$ cat src/hw/osd_map.svh
// Constants of the octal sink driver control logic: counts and reset values.
// Assumes a 250 MHz core clock; included by the package user files.
`ifndef OSD_MAP_SVH
`define OSD_MAP_SVH

// Channel count
`define OSD_CHANNELS 8
// Core clock rate
`define OSD_CLK_MHZ 250
// Overcurrent recovery interval, typical figure
`define OSD_RECOV_NS 10000
// Recovery interval in clock cycles
`define OSD_RECOV_CYC ((`OSD_RECOV_NS * `OSD_CLK_MHZ) / 1000)
// Clear noise filter: recognition is guaranteed within this low time
`define OSD_CLR_FILT_NS 5000
// Filter length in cycles, rounded down so a 5 us pulse always counts
`define OSD_CLR_FILT_CYC ((`OSD_CLR_FILT_NS * `OSD_CLK_MHZ) / 1000)
// Reset values
`define OSD_OUTS_RST 8'h00
`define OSD_CNT_RST 16'h0000

`endif

$ cat src/hw/osd_pkg.sv
// Types shared by the sink driver control modules.
// Assumes osd_map.svh sits on the include path.
`default_nettype none

package osd_pkg;
    // Counter word used by the clear filter and the recovery timer
    typedef logic [15:0] osd_cnt_t;
    // Channel bit vector
    typedef logic [7:0] osd_vec_t;

    // State of one channel
    typedef struct packed {
        logic latched;
        logic tripped;
    } osd_chan_t;

    // State of the shared control
    typedef struct packed {
        logic strobe_prev;
        logic clr_act;
        osd_cnt_t clr_cnt;
        osd_cnt_t recov_cnt;
        osd_vec_t outs;
    } osd_ctrl_t;
endpackage

`default_nettype wire

$ cat src/hw/osd_chan_if.sv
// Carrier between the shared control and one channel slice.
// Assumes a single clock domain; no clocking block.
`default_nettype none

interface osd_chan_if;
    logic capture; // Take the data bit this cycle
    logic data;    // Data bit to take
    logic wipe;    // Clear or power-on reset
    logic block;   // Thermal shutdown
    logic trip;    // Overcurrent seen on this channel
    logic recover; // Shared recovery interval ended
    logic on;      // Channel wants its switch on
    logic tripped; // Channel is in overcurrent shut-off

    modport ctrl (output capture, data, wipe, block, trip, recover,
                  input on, tripped);
    modport chan (input capture, data, wipe, block, trip, recover,
                  output on, tripped);
endinterface

`default_nettype wire

$ cat src/hw/osd_channel.sv
// One channel slice: data latch and overcurrent shut-off flag.
// Assumes the control hands it one-cycle capture and recover pulses.
`default_nettype none

module osd_channel
    import osd_pkg::*;
(
    input wire logic i_clk,      // Core clock
    input wire logic i_rst,      // Synchronous reset, active high
    osd_chan_if.chan ch          // Control side
);
    osd_chan_t st_q;
    osd_chan_t st_d;

    // Next state: wipe first, then a new trip wins over recovery
    always_comb
    begin
        st_d = st_q;
        if (ch.wipe)
        begin
            st_d = '0;
        end
        else
        begin
            if (ch.capture)
            begin
                st_d.latched = ch.data;
            end
            if (ch.trip)
            begin
                st_d.tripped = 1'b1;
            end
            else if (ch.recover)
            begin
                st_d.tripped = 1'b0;
            end
        end
    end

    always_ff @(posedge i_clk)
    begin
        if (i_rst)
        begin
            st_q <= '0;
        end
        else
        begin
            st_q <= st_d;
        end
    end

    // Trip gates the switch at once, before the flag settles
    assign ch.on = st_q.latched & ~st_q.tripped & ~ch.trip & ~ch.block
                 & ~ch.wipe;
    assign ch.tripped = st_q.tripped;

endmodule // osd_channel

`default_nettype wire

$ cat src/hw/osd_sink_driver.sv
// Control logic of an eight-channel latched low-side driver.
// Assumes all inputs are synchronous to i_clk; analog status already
// arrives as digital levels.
//
// Notes on behaviour
// - Clear low turns outputs off, wipes state
// - Rising strobe with clear high captures data
// - Otherwise data ignored, outputs hold level
// - Overcurrent turns off only that channel
// - Recovery on clear or after 10 us
// - New trip restarts shared recovery timing
// - Thermal shutdown turns all outputs off
// - Thermal release resumes normal output operation
// - Thermal shutdown blocks strobe and data, not clear
// - Power-on reset turns off, initialises channels and recovery timer
`default_nettype none
`include "osd_map.svh"

module osd_sink_driver
    import osd_pkg::*;
#(
    parameter int RECOV_CYC = `OSD_RECOV_CYC,   // Overcurrent recovery
    parameter int CLR_FILT_CYC = `OSD_CLR_FILT_CYC // Clear filter length
)
(
    input wire logic i_clk,                     // Core clock, 250 MHz
    input wire logic i_rst,                     // Synchronous reset
    input wire logic i_clear_n,                 // Clear, active low
    input wire logic i_latch_strobe,            // Data capture strobe
    input wire osd_pkg::osd_vec_t i_parallel_data_in, // Data, 1 = on
    input wire osd_pkg::osd_vec_t i_overcurrent_guard, // Per-channel trip
    input wire logic i_thermal_cutoff,          // Over-temperature level
    input wire logic i_supply_low,              // Power-on reset level
    output var osd_pkg::osd_vec_t o_sink_outputs, // 1 = switch on
    output var osd_pkg::osd_vec_t o_guard_tripped // Shut-off flags
);
    import osd_pkg::*;

    // Counters are 16 bits wide; longer settings cannot be served
    if (RECOV_CYC < 2 || RECOV_CYC > 65535)
    begin : g_bad_recov
        $error("Recovery count out of range");
    end
    if (CLR_FILT_CYC < 1 || CLR_FILT_CYC > 65535)
    begin : g_bad_filt
        $error("Clear filter count out of range");
    end

    localparam osd_cnt_t RECOV_LAST = osd_cnt_t'(RECOV_CYC - 1);
    localparam osd_cnt_t FILT_LAST = osd_cnt_t'(CLR_FILT_CYC - 1);

    osd_ctrl_t st_q;
    osd_ctrl_t st_d;
    osd_vec_t chan_on;
    osd_vec_t chan_tripped;
    osd_vec_t new_trip;
    osd_vec_t tripped_q;
    logic wipe;
    logic strobe_rise;
    logic capture;
    logic any_tripped;
    logic recover;

    // Power-on reset wipes at once; clear only after the filter
    assign wipe = st_q.clr_act | i_supply_low;
    assign strobe_rise = i_latch_strobe & ~st_q.strobe_prev;
    // Falling edges and steady strobe levels never capture
    assign capture = strobe_rise & ~wipe & ~i_thermal_cutoff;
    assign new_trip = i_overcurrent_guard & ~chan_tripped;
    assign any_tripped = |chan_tripped;
    // One shared interval; a fresh trip suppresses the pulse
    assign recover = any_tripped & ~(|new_trip)
                   & (st_q.recov_cnt == RECOV_LAST);

    // Channel slices, one per output
    for (genvar g = 0; g < `OSD_CHANNELS; g++)
    begin : g_chan
        osd_chan_if u_if ();
        assign u_if.capture = capture;
        assign u_if.data = i_parallel_data_in[g];
        assign u_if.wipe = wipe;
        assign u_if.block = i_thermal_cutoff;
        assign u_if.trip = i_overcurrent_guard[g];
        assign u_if.recover = recover;
        assign chan_on[g] = u_if.on;
        assign chan_tripped[g] = u_if.tripped;

        osd_channel u_channel (
            .i_clk (i_clk),
            .i_rst (i_rst),
            .ch    (u_if.chan)
        );
    end

    // Next state of the clear filter, recovery timer and outputs
    always_comb
    begin
        st_d = st_q;
        st_d.strobe_prev = i_latch_strobe;
        // Filter: clear counts only once low for the whole window
        if (i_clear_n)
        begin
            st_d.clr_cnt = `OSD_CNT_RST;
            st_d.clr_act = 1'b0;
        end
        else if (st_q.clr_cnt == FILT_LAST)
        begin
            st_d.clr_act = 1'b1;
        end
        else
        begin
            st_d.clr_cnt = st_q.clr_cnt + 16'h0001;
        end
        // Shared timer: any newer trip takes over the timing
        if (wipe || !any_tripped || (|new_trip))
        begin
            st_d.recov_cnt = `OSD_CNT_RST;
        end
        else if (recover)
        begin
            st_d.recov_cnt = `OSD_CNT_RST;
        end
        else
        begin
            st_d.recov_cnt = st_q.recov_cnt + 16'h0001;
        end
        st_d.outs = chan_on;
    end

    always_ff @(posedge i_clk)
    begin
        if (i_rst)
        begin
            st_q <= '0;
        end
        else
        begin
            st_q <= st_d;
        end
    end

    // Flags are registered so the port is a flop, one cycle behind
    always_ff @(posedge i_clk)
    begin
        if (i_rst)
        begin
            tripped_q <= `OSD_OUTS_RST;
        end
        else
        begin
            tripped_q <= chan_tripped;
        end
    end

    assign o_sink_outputs = st_q.outs;
    assign o_guard_tripped = tripped_q;
endmodule // osd_sink_driver

`default_nettype wire
$ cat config.mk
export PLATFORM = sky130hd
export DESIGN_NAME = osd_sink_driver
export DESIGN_NICKNAME = d
export VERILOG_FILES = /design/src/hw/osd_pkg.sv /design/src/hw/osd_chan_if.sv /design/src/hw/osd_channel.sv /design/src/hw/osd_sink_driver.sv
export VERILOG_INCLUDE_DIRS = /design/src /design/src/hw
export SDC_FILE = /design/constraint.sdc
export NUM_CORES = 1
export LEC_CHECK = 0
export ABC_AREA = 1
export CAP_MARGIN = 20
export CORE_UTILIZATION = 64
export DETAILED_ROUTE_END_ITERATION = 10
export DONT_BUFFER_PORTS = 1
export GPL_TIMING_DRIVEN = 0
export PLACE_DENSITY_LB_ADDON = 0.08
export SETUP_SLACK_MARGIN = 0.02
export SLEW_MARGIN = 25
export SYNTH_ARGS = -nofsm -noshare
export SYNTH_HDL_FRONTEND = slang
export SYNTH_SLANG_ARGS = --single-unit
$ cat constraint.sdc
create_clock -name i_clk -period 3.46 [get_ports i_clk]
set_input_delay 0.519 -clock i_clk [delete_from_list [all_inputs] [get_ports i_clk]]
set_output_delay 0.519 -clock i_clk [all_outputs]
set_load 0.03 [all_outputs]
## Yosys cells after proc, flatten, opt, wreduce, memory -nomap -nowiden

Index checks and enable logic that the tools add are counted.

| word-level totals | value |
|---|---|
| flip-flop bits (word level) | 66 |
| latch bits | 0 |
| bits in writable memories | 0 |
| bits in read-only memories | 0 |
| input port bits | 22 |
| output and inout bits | 16 |
| word-level logic and storage cells | 111 |
| memories | 0 |

| cells by class | value |
|---|---|
| add/subtract/negate cells | 2 |
| multipliers | 0 |
| divide/modulo/power cells | 0 |
| order comparisons | 0 |
| equal/unequal tests | 2 |
| shifts and indexed selects | 0 |
| muxes and demuxes | 9 |
| bitwise gates (word level) | 60 |
| reductions and logical operators | 16 |

Operators by type and width:

| cell | number |
|---|---|
| $and A1 B1 Y1 | 37 |
| $add A16 B1 Y16 const B | 2 |
| $not A1 Y1 | 20 |
| $eq A16 B11 Y1 const B | 1 |
| $eq A16 B12 Y1 const B | 1 |
| $reduce_bool A2 Y1 | 8 |
| $reduce_or A8 Y1 | 2 |
| $mux W1 | 9 |
| $and A8 B8 Y8 | 1 |
| $not A8 Y8 | 1 |
| $reduce_or A2 Y1 | 2 |
| $reduce_or A3 Y1 | 1 |
| $logic_or A1 B1 Y1 | 2 |
| $logic_not A1 Y1 | 1 |
| $or A1 B1 Y1 | 1 |

## Depth between registers and ports, before layout

| logic depth | value |
|---|---|
| depth after elaboration | 8 |
| mapped depth | 10 |
| mapped depth without buffers | 9 |

## By module

A second synthesis with hierarchy kept.

| second synthesis, totals | value |
|---|---|
| cells, all modules | 495 |
| area, all modules | 3,194.3 µm² |

By module, submodules not included:

| module | times used | cells an instance | area each (µm²) | seq. area each (µm²) |
|---|---|---|---|---|
| osd_sink_driver | 1 | 351 | 2,373.5 | 1,001.0 |
| osd_channel | 8 | 18 | 102.6 | 40.0 |

## Least setup slack after synthesis

Ideal clock, no wire load.

| timing path | value |
|---|---|
| kind | in2reg |
| start point | input port i_supply_low |
| end point | register st_q[16] (netlist bit) |
| setup time | 67 ps |
| arrival time | 1,369 ps |
| required time | 3,393 ps |
| setup slack | 2,024 ps |
| stages on the path | 7 |
| path buffers | 1 |
| path through | or2_4 -> nor2_8 -> nand2_4 -> nor2_8 -> inv_4 -> buf_8 -> a21oi_4 |

| between the ends | value |
|---|---|
| cells in the longest elaborated chain, start to end | 4 |

RTL lines:

| what | RTL line | source |
|---|---|---|
| start: declaration | osd_sink_driver.sv:33 | `input wire logic i_supply_low,` |
| $or A1 B1 Y1 | osd_sink_driver.sv:65 | `assign wipe = st_q.clr_act \| i_supply_low;` |
| $logic_or A1 B1 Y1 (2 in series) | osd_sink_driver.sv:115 | `if (wipe \|\| !any_tripped \|\| (\|new_trip))` |
| $reduce_or A3 Y1 (no line) | -- |  |
| end signal: assignment | osd_sink_driver.sv:138 | `st_q <= st_d;` |
| end: declaration | osd_sink_driver.sv:52 | `osd_ctrl_t st_q;` |

Every way passes these cells.
A chain may end at the register's enable or synchronous reset.

## Worst setup path in the final report

| timing path | value |
|---|---|
| start point | register st_q[8] (netlist bit) |
| end point | register st_q[22] (netlist bit) |

| between the ends | value |
|---|---|
| cells in the longest elaborated chain, start to end | 3 |
| elaborated cells on any way between the ends | 4 |
| those cells by class | add/sub (1); eq/ne (1); bitwise (1); reduce/logical (1) |

RTL lines:

| what |
|---|
| branches (longest 3 deep; another with $add A16 B1 Y16) |

Several ways; the timed one is not identified.

==> flow_summary_export.csv <==
group,metric,value,unit
timing,clock_skew,0.00643,ns
drt,detail_route.first_pass.iterations,4,
timing,slew-limit-headroom,68.9,%
clock_network,post_cts.repair.setup_buffers,0,
logic_synthesis,synth.cells.most_frequent,"sky130_fd_sc_hd__dfxtp_1 (66), sky130_fd_sc_hd__nor2_1 (54), sky130_fd_sc_hd__nand2_1 (41), sky130_fd_sc_hd__inv_1 (36), sky130_fd_sc_hd__nand3_1 (24)",
hold_path,min_path_type,"in2reg",
grt,grt_max_degree,12,
finish,layoutNonFillerInstCount,434,
drt,routed_wl,5470,um
placed_design,dp.cells,418,
critical_path,timing.critical_path.fanout_max,3,
timing,final_min_period_over_clock_period,44.6,%
logic_synthesis,yosysTopAreaCellShare,45.3,%
logic_synthesis,postSynthRegisterBits,66,
floorplan,ios,38,
logic_synthesis,top_count_cell_post_synth,"sky130_fd_sc_hd__dfxtp_1",
finish,fillers,354,
finish,final_net_count,402,
logic_synthesis,syn-mean-instance-area,7.98,um^2
clock_network,cts_htree_levels,3,
finish,area_growth_syn_to_layout,9.22,%
floorplan,placementRows,24,
timing,final_hold_viol_count,0,
clock_network,clock_latency,0.34,ns
grt,initial_antenna_violation_count,0,
critical_path,crit_path_end_kind,"flop",
finish,post_route_cells_drive_above_1_share,19.6,%
finish,antenna_cells_inserted,0,
logic_synthesis,synth_async_sr_flop_share,0,%
placed_design,finalWeightedCongestion,0.800,
drt,drc,0,
placed_design,place.detailed.hpwl,3920,um
pwr,power_per_cell_area,470,mW/mm^2
logic_synthesis,synth_cell_type_count,34,
clock_network,cts_hold_repair.buffers,0,
grt,grt_pass1_vias,2212,
status,run_status,"finished, final reports clean",
floorplan,coreArea,0.00435,mm^2
clock_network,clk_root_buffer_cell,"sky130_fd_sc_hd__clkbuf_8",
placed_design,io_buffers,0,
clock_network,post_cts.resized_instances,0,
logic_synthesis,synth_cells,366,
critical_path,crit_arrival,1.77,ns
flow_run,maxCapViolCount,0,
floorplan,dieHeight,69.5,um
drt,wl_per_cell,12.6,um
logic_synthesis,syn-cell-area,0.00292,mm^2
pwr,total_leakage_power,0.00123,uW
timing,min_period,1.54,ns
logic_synthesis,synth_edf_count,0,
floorplan,dieArea,0.00484,mm^2
logic_synthesis,synth.yosys.warnings,0,
grt,grt-ovfl-total,0,
critical_path,setup.worst_path.start_class,"flop",
logic_synthesis,synth_largest_area_cell,"sky130_fd_sc_hd__dfxtp_1",
timing,max_freq,648,MHz
drt,final_antenna_net_count,0,
clock_network,cts_made_buffers,9,
logic_synthesis,yosysSeqAreaShare,45.3,%
drt,num_vias,2286,
clock_network,clkTransAtPathRegs,0.07,ns
critical_path,worstPathRequired,3.69,ns
clock_network,largest_buffer_count_on_any_clock_path,2,
pwr,irDropWorstVdd,0.320,mV
timing,fin_tns_setup,0,ns
clock_network,cts.sinks,66,
timing,timing_max_transition_violations_final,0,
timing,tightest_slew,0.464,ns
logic_synthesis,syn_nets,391,
timing,rsz0062_at_grt,"no",
critical_path,criticalPathCategory,"reg2reg",
logic_synthesis,yosys_most_used_dff,"sky130_fd_sc_hd__dfxtp_1",
timing,final_setup_violation_count,0,
critical_path,critical-path-max-stage-delay,0.37,ns
drt,drtIter0Drc,138,
clock_network,cts_tree,"done",
grt,globalRouteTotalUtil,24.8,%
logic_synthesis,synth.top_cells.by_area,"sky130_fd_sc_hd__dfxtp_1 (45%), sky130_fd_sc_hd__nor2_1 (6.9%), sky130_fd_sc_hd__nand2_1 (5.3%)",
drt,detail_route.vias_per_cell,5.27,
grt,global_route_wire_length_before_repair,9360,um
floorplan,die_wd,69.5,um
critical_path,timing.critical_path.slowest_stage_cell,"sky130_fd_sc_hd__dfxtp_1",
floorplan,initial_utilization,67.0,%
critical_path,crit_chain,"ha_1 -> nand2_1 -> nor2_2 -> nand2_1 -> nor2_2 -> nand3_1 -> o21ai_0 -> nor2_1",
## logic make-up after synthesis
kind of cell             Yosys count  share of synthesized area, %
AO/OA/AOI/OAI                     55                          11.2
XOR/XNOR                           7                          2.10
buffers and inverters             62                          9.60
flip-flops                        66                          45.3
AND/OR/NAND/NOR                  173                          30.6
adder cells (fa/ha/maj)            3                          1.29
## cell usage in the layout (no fill, tap or decap), types with 2 or more instances in the layout
| master | n |
|---|---|
| sky130_fd_sc_hd__nor2_8 | 2 |
| sky130_fd_sc_hd__nand3_1 | 24 |
| sky130_fd_sc_hd__nor2_1 | 54 |
| sky130_fd_sc_hd__nand2_2 | 5 |
| sky130_fd_sc_hd__a31oi_1 | 3 |
| sky130_fd_sc_hd__o21ai_0 | 18 |
| sky130_fd_sc_hd__a21oi_1 | 21 |
| sky130_fd_sc_hd__xnor2_1 | 2 |
| sky130_fd_sc_hd__o21bai_1 | 8 |
| sky130_fd_sc_hd__nand2_4 | 2 |
| sky130_fd_sc_hd__inv_2 | 13 |
| sky130_fd_sc_hd__dfxtp_1 | 66 |
| sky130_fd_sc_hd__nand2_1 | 41 |
| sky130_fd_sc_hd__inv_1 | 36 |
| sky130_fd_sc_hd__nor3_1 | 18 |
| sky130_fd_sc_hd__nor2_4 | 5 |
| sky130_fd_sc_hd__buf_4 | 8 |
| sky130_fd_sc_hd__a21oi_4 | 2 |
| sky130_fd_sc_hd__ha_1 | 3 |
| sky130_fd_sc_hd__xor2_1 | 5 |
| sky130_fd_sc_hd__clkbuf_8 | 11 |
| sky130_fd_sc_hd__nor2_2 | 11 |
| sky130_fd_sc_hd__clkinv_2 | 3 |
| sky130_fd_sc_hd__o21a_1 | 2 |
| sky130_fd_sc_hd__nand4_1 | 4 |
| sky130_fd_sc_hd__buf_2 | 3 |
## metrics by stage
stage / hold slack, ns / instance area (um^2) / setup WS, ns / utilization (%) / power (uW)
finish: 0.312 / 3190 / 1.92 / 73.2 / 1500
global route: 0.300 / 3190 / 1.74 / 73.2 / 1550
CTS: 0.302 / 3190 / 1.94 / 73.2 / 1510
detailed placement: 0.448 / 2980 / 1.81 / 68.5 / 864
global placement: 0.435 / 2980 / 1.81 / 68.5 / 862
floorplan: 0.428 / 2920 / 2.02 / - / 851
## sequential cells by signal, summed over array words and instances (netlist names)
signal,count
g_chan.u_channel.st_q,8
o_sink_outputs,8
g_chan.u_channel.ch.tripped,8
o_guard_tripped,8
st_q,34
## report_power, final
part | internal [uW] | switching (uW)
Combinational | 21.8 | 42.6
Clock | 368 | 284
Sequential | 771 | 11.4
## layer usage
metal  up-vias  share of wire, %  track usage (%)
li1       1194                 -                -
met1      1033                44             28.7
met2        54                49             42.7
met3         5               5.1             6.25
met4         0              0.93             11.6
met5         -                 0                0
## layout make-up
type	count	area (um^2)	area share (%)
Clock buffer	11	151	4.75
Clock inverter	5	52.6	1.65
Inverter	50	190	5.97
Sequential cell	66	1320	41.4
Multi-Input combinational cell	238	1320	41.3
Buffer	12	90.1	2.83
Tap cell	52	65.1	2.04
## worst max-delay path, delay by kind of cell, from the launching register on
| family | cells | cell delay (ns) |
|---|---|---|
| compound gates | 1 | 0.15 |
| fa+ha+maj | 1 | 0.20 |
| flops | 1 | 0.37 |
| simple gates | 6 | 0.71 |
## path summary, 6_finish.rpt
check                        start                          end  slack, ns  cells past startpoint
max                        st_q[8]                     st_q[22]       1.92                      8
min          i_parallel_data_in[0]  g_chan[0].u_channel.st_q[1]       0.31                      2
max reg2reg                st_q[8]                     st_q[22]       1.92                      8
min reg2reg               st_q[40]                     st_q[40]       0.46                      2
No activity file was read; power rests on OpenSTA's default activity.
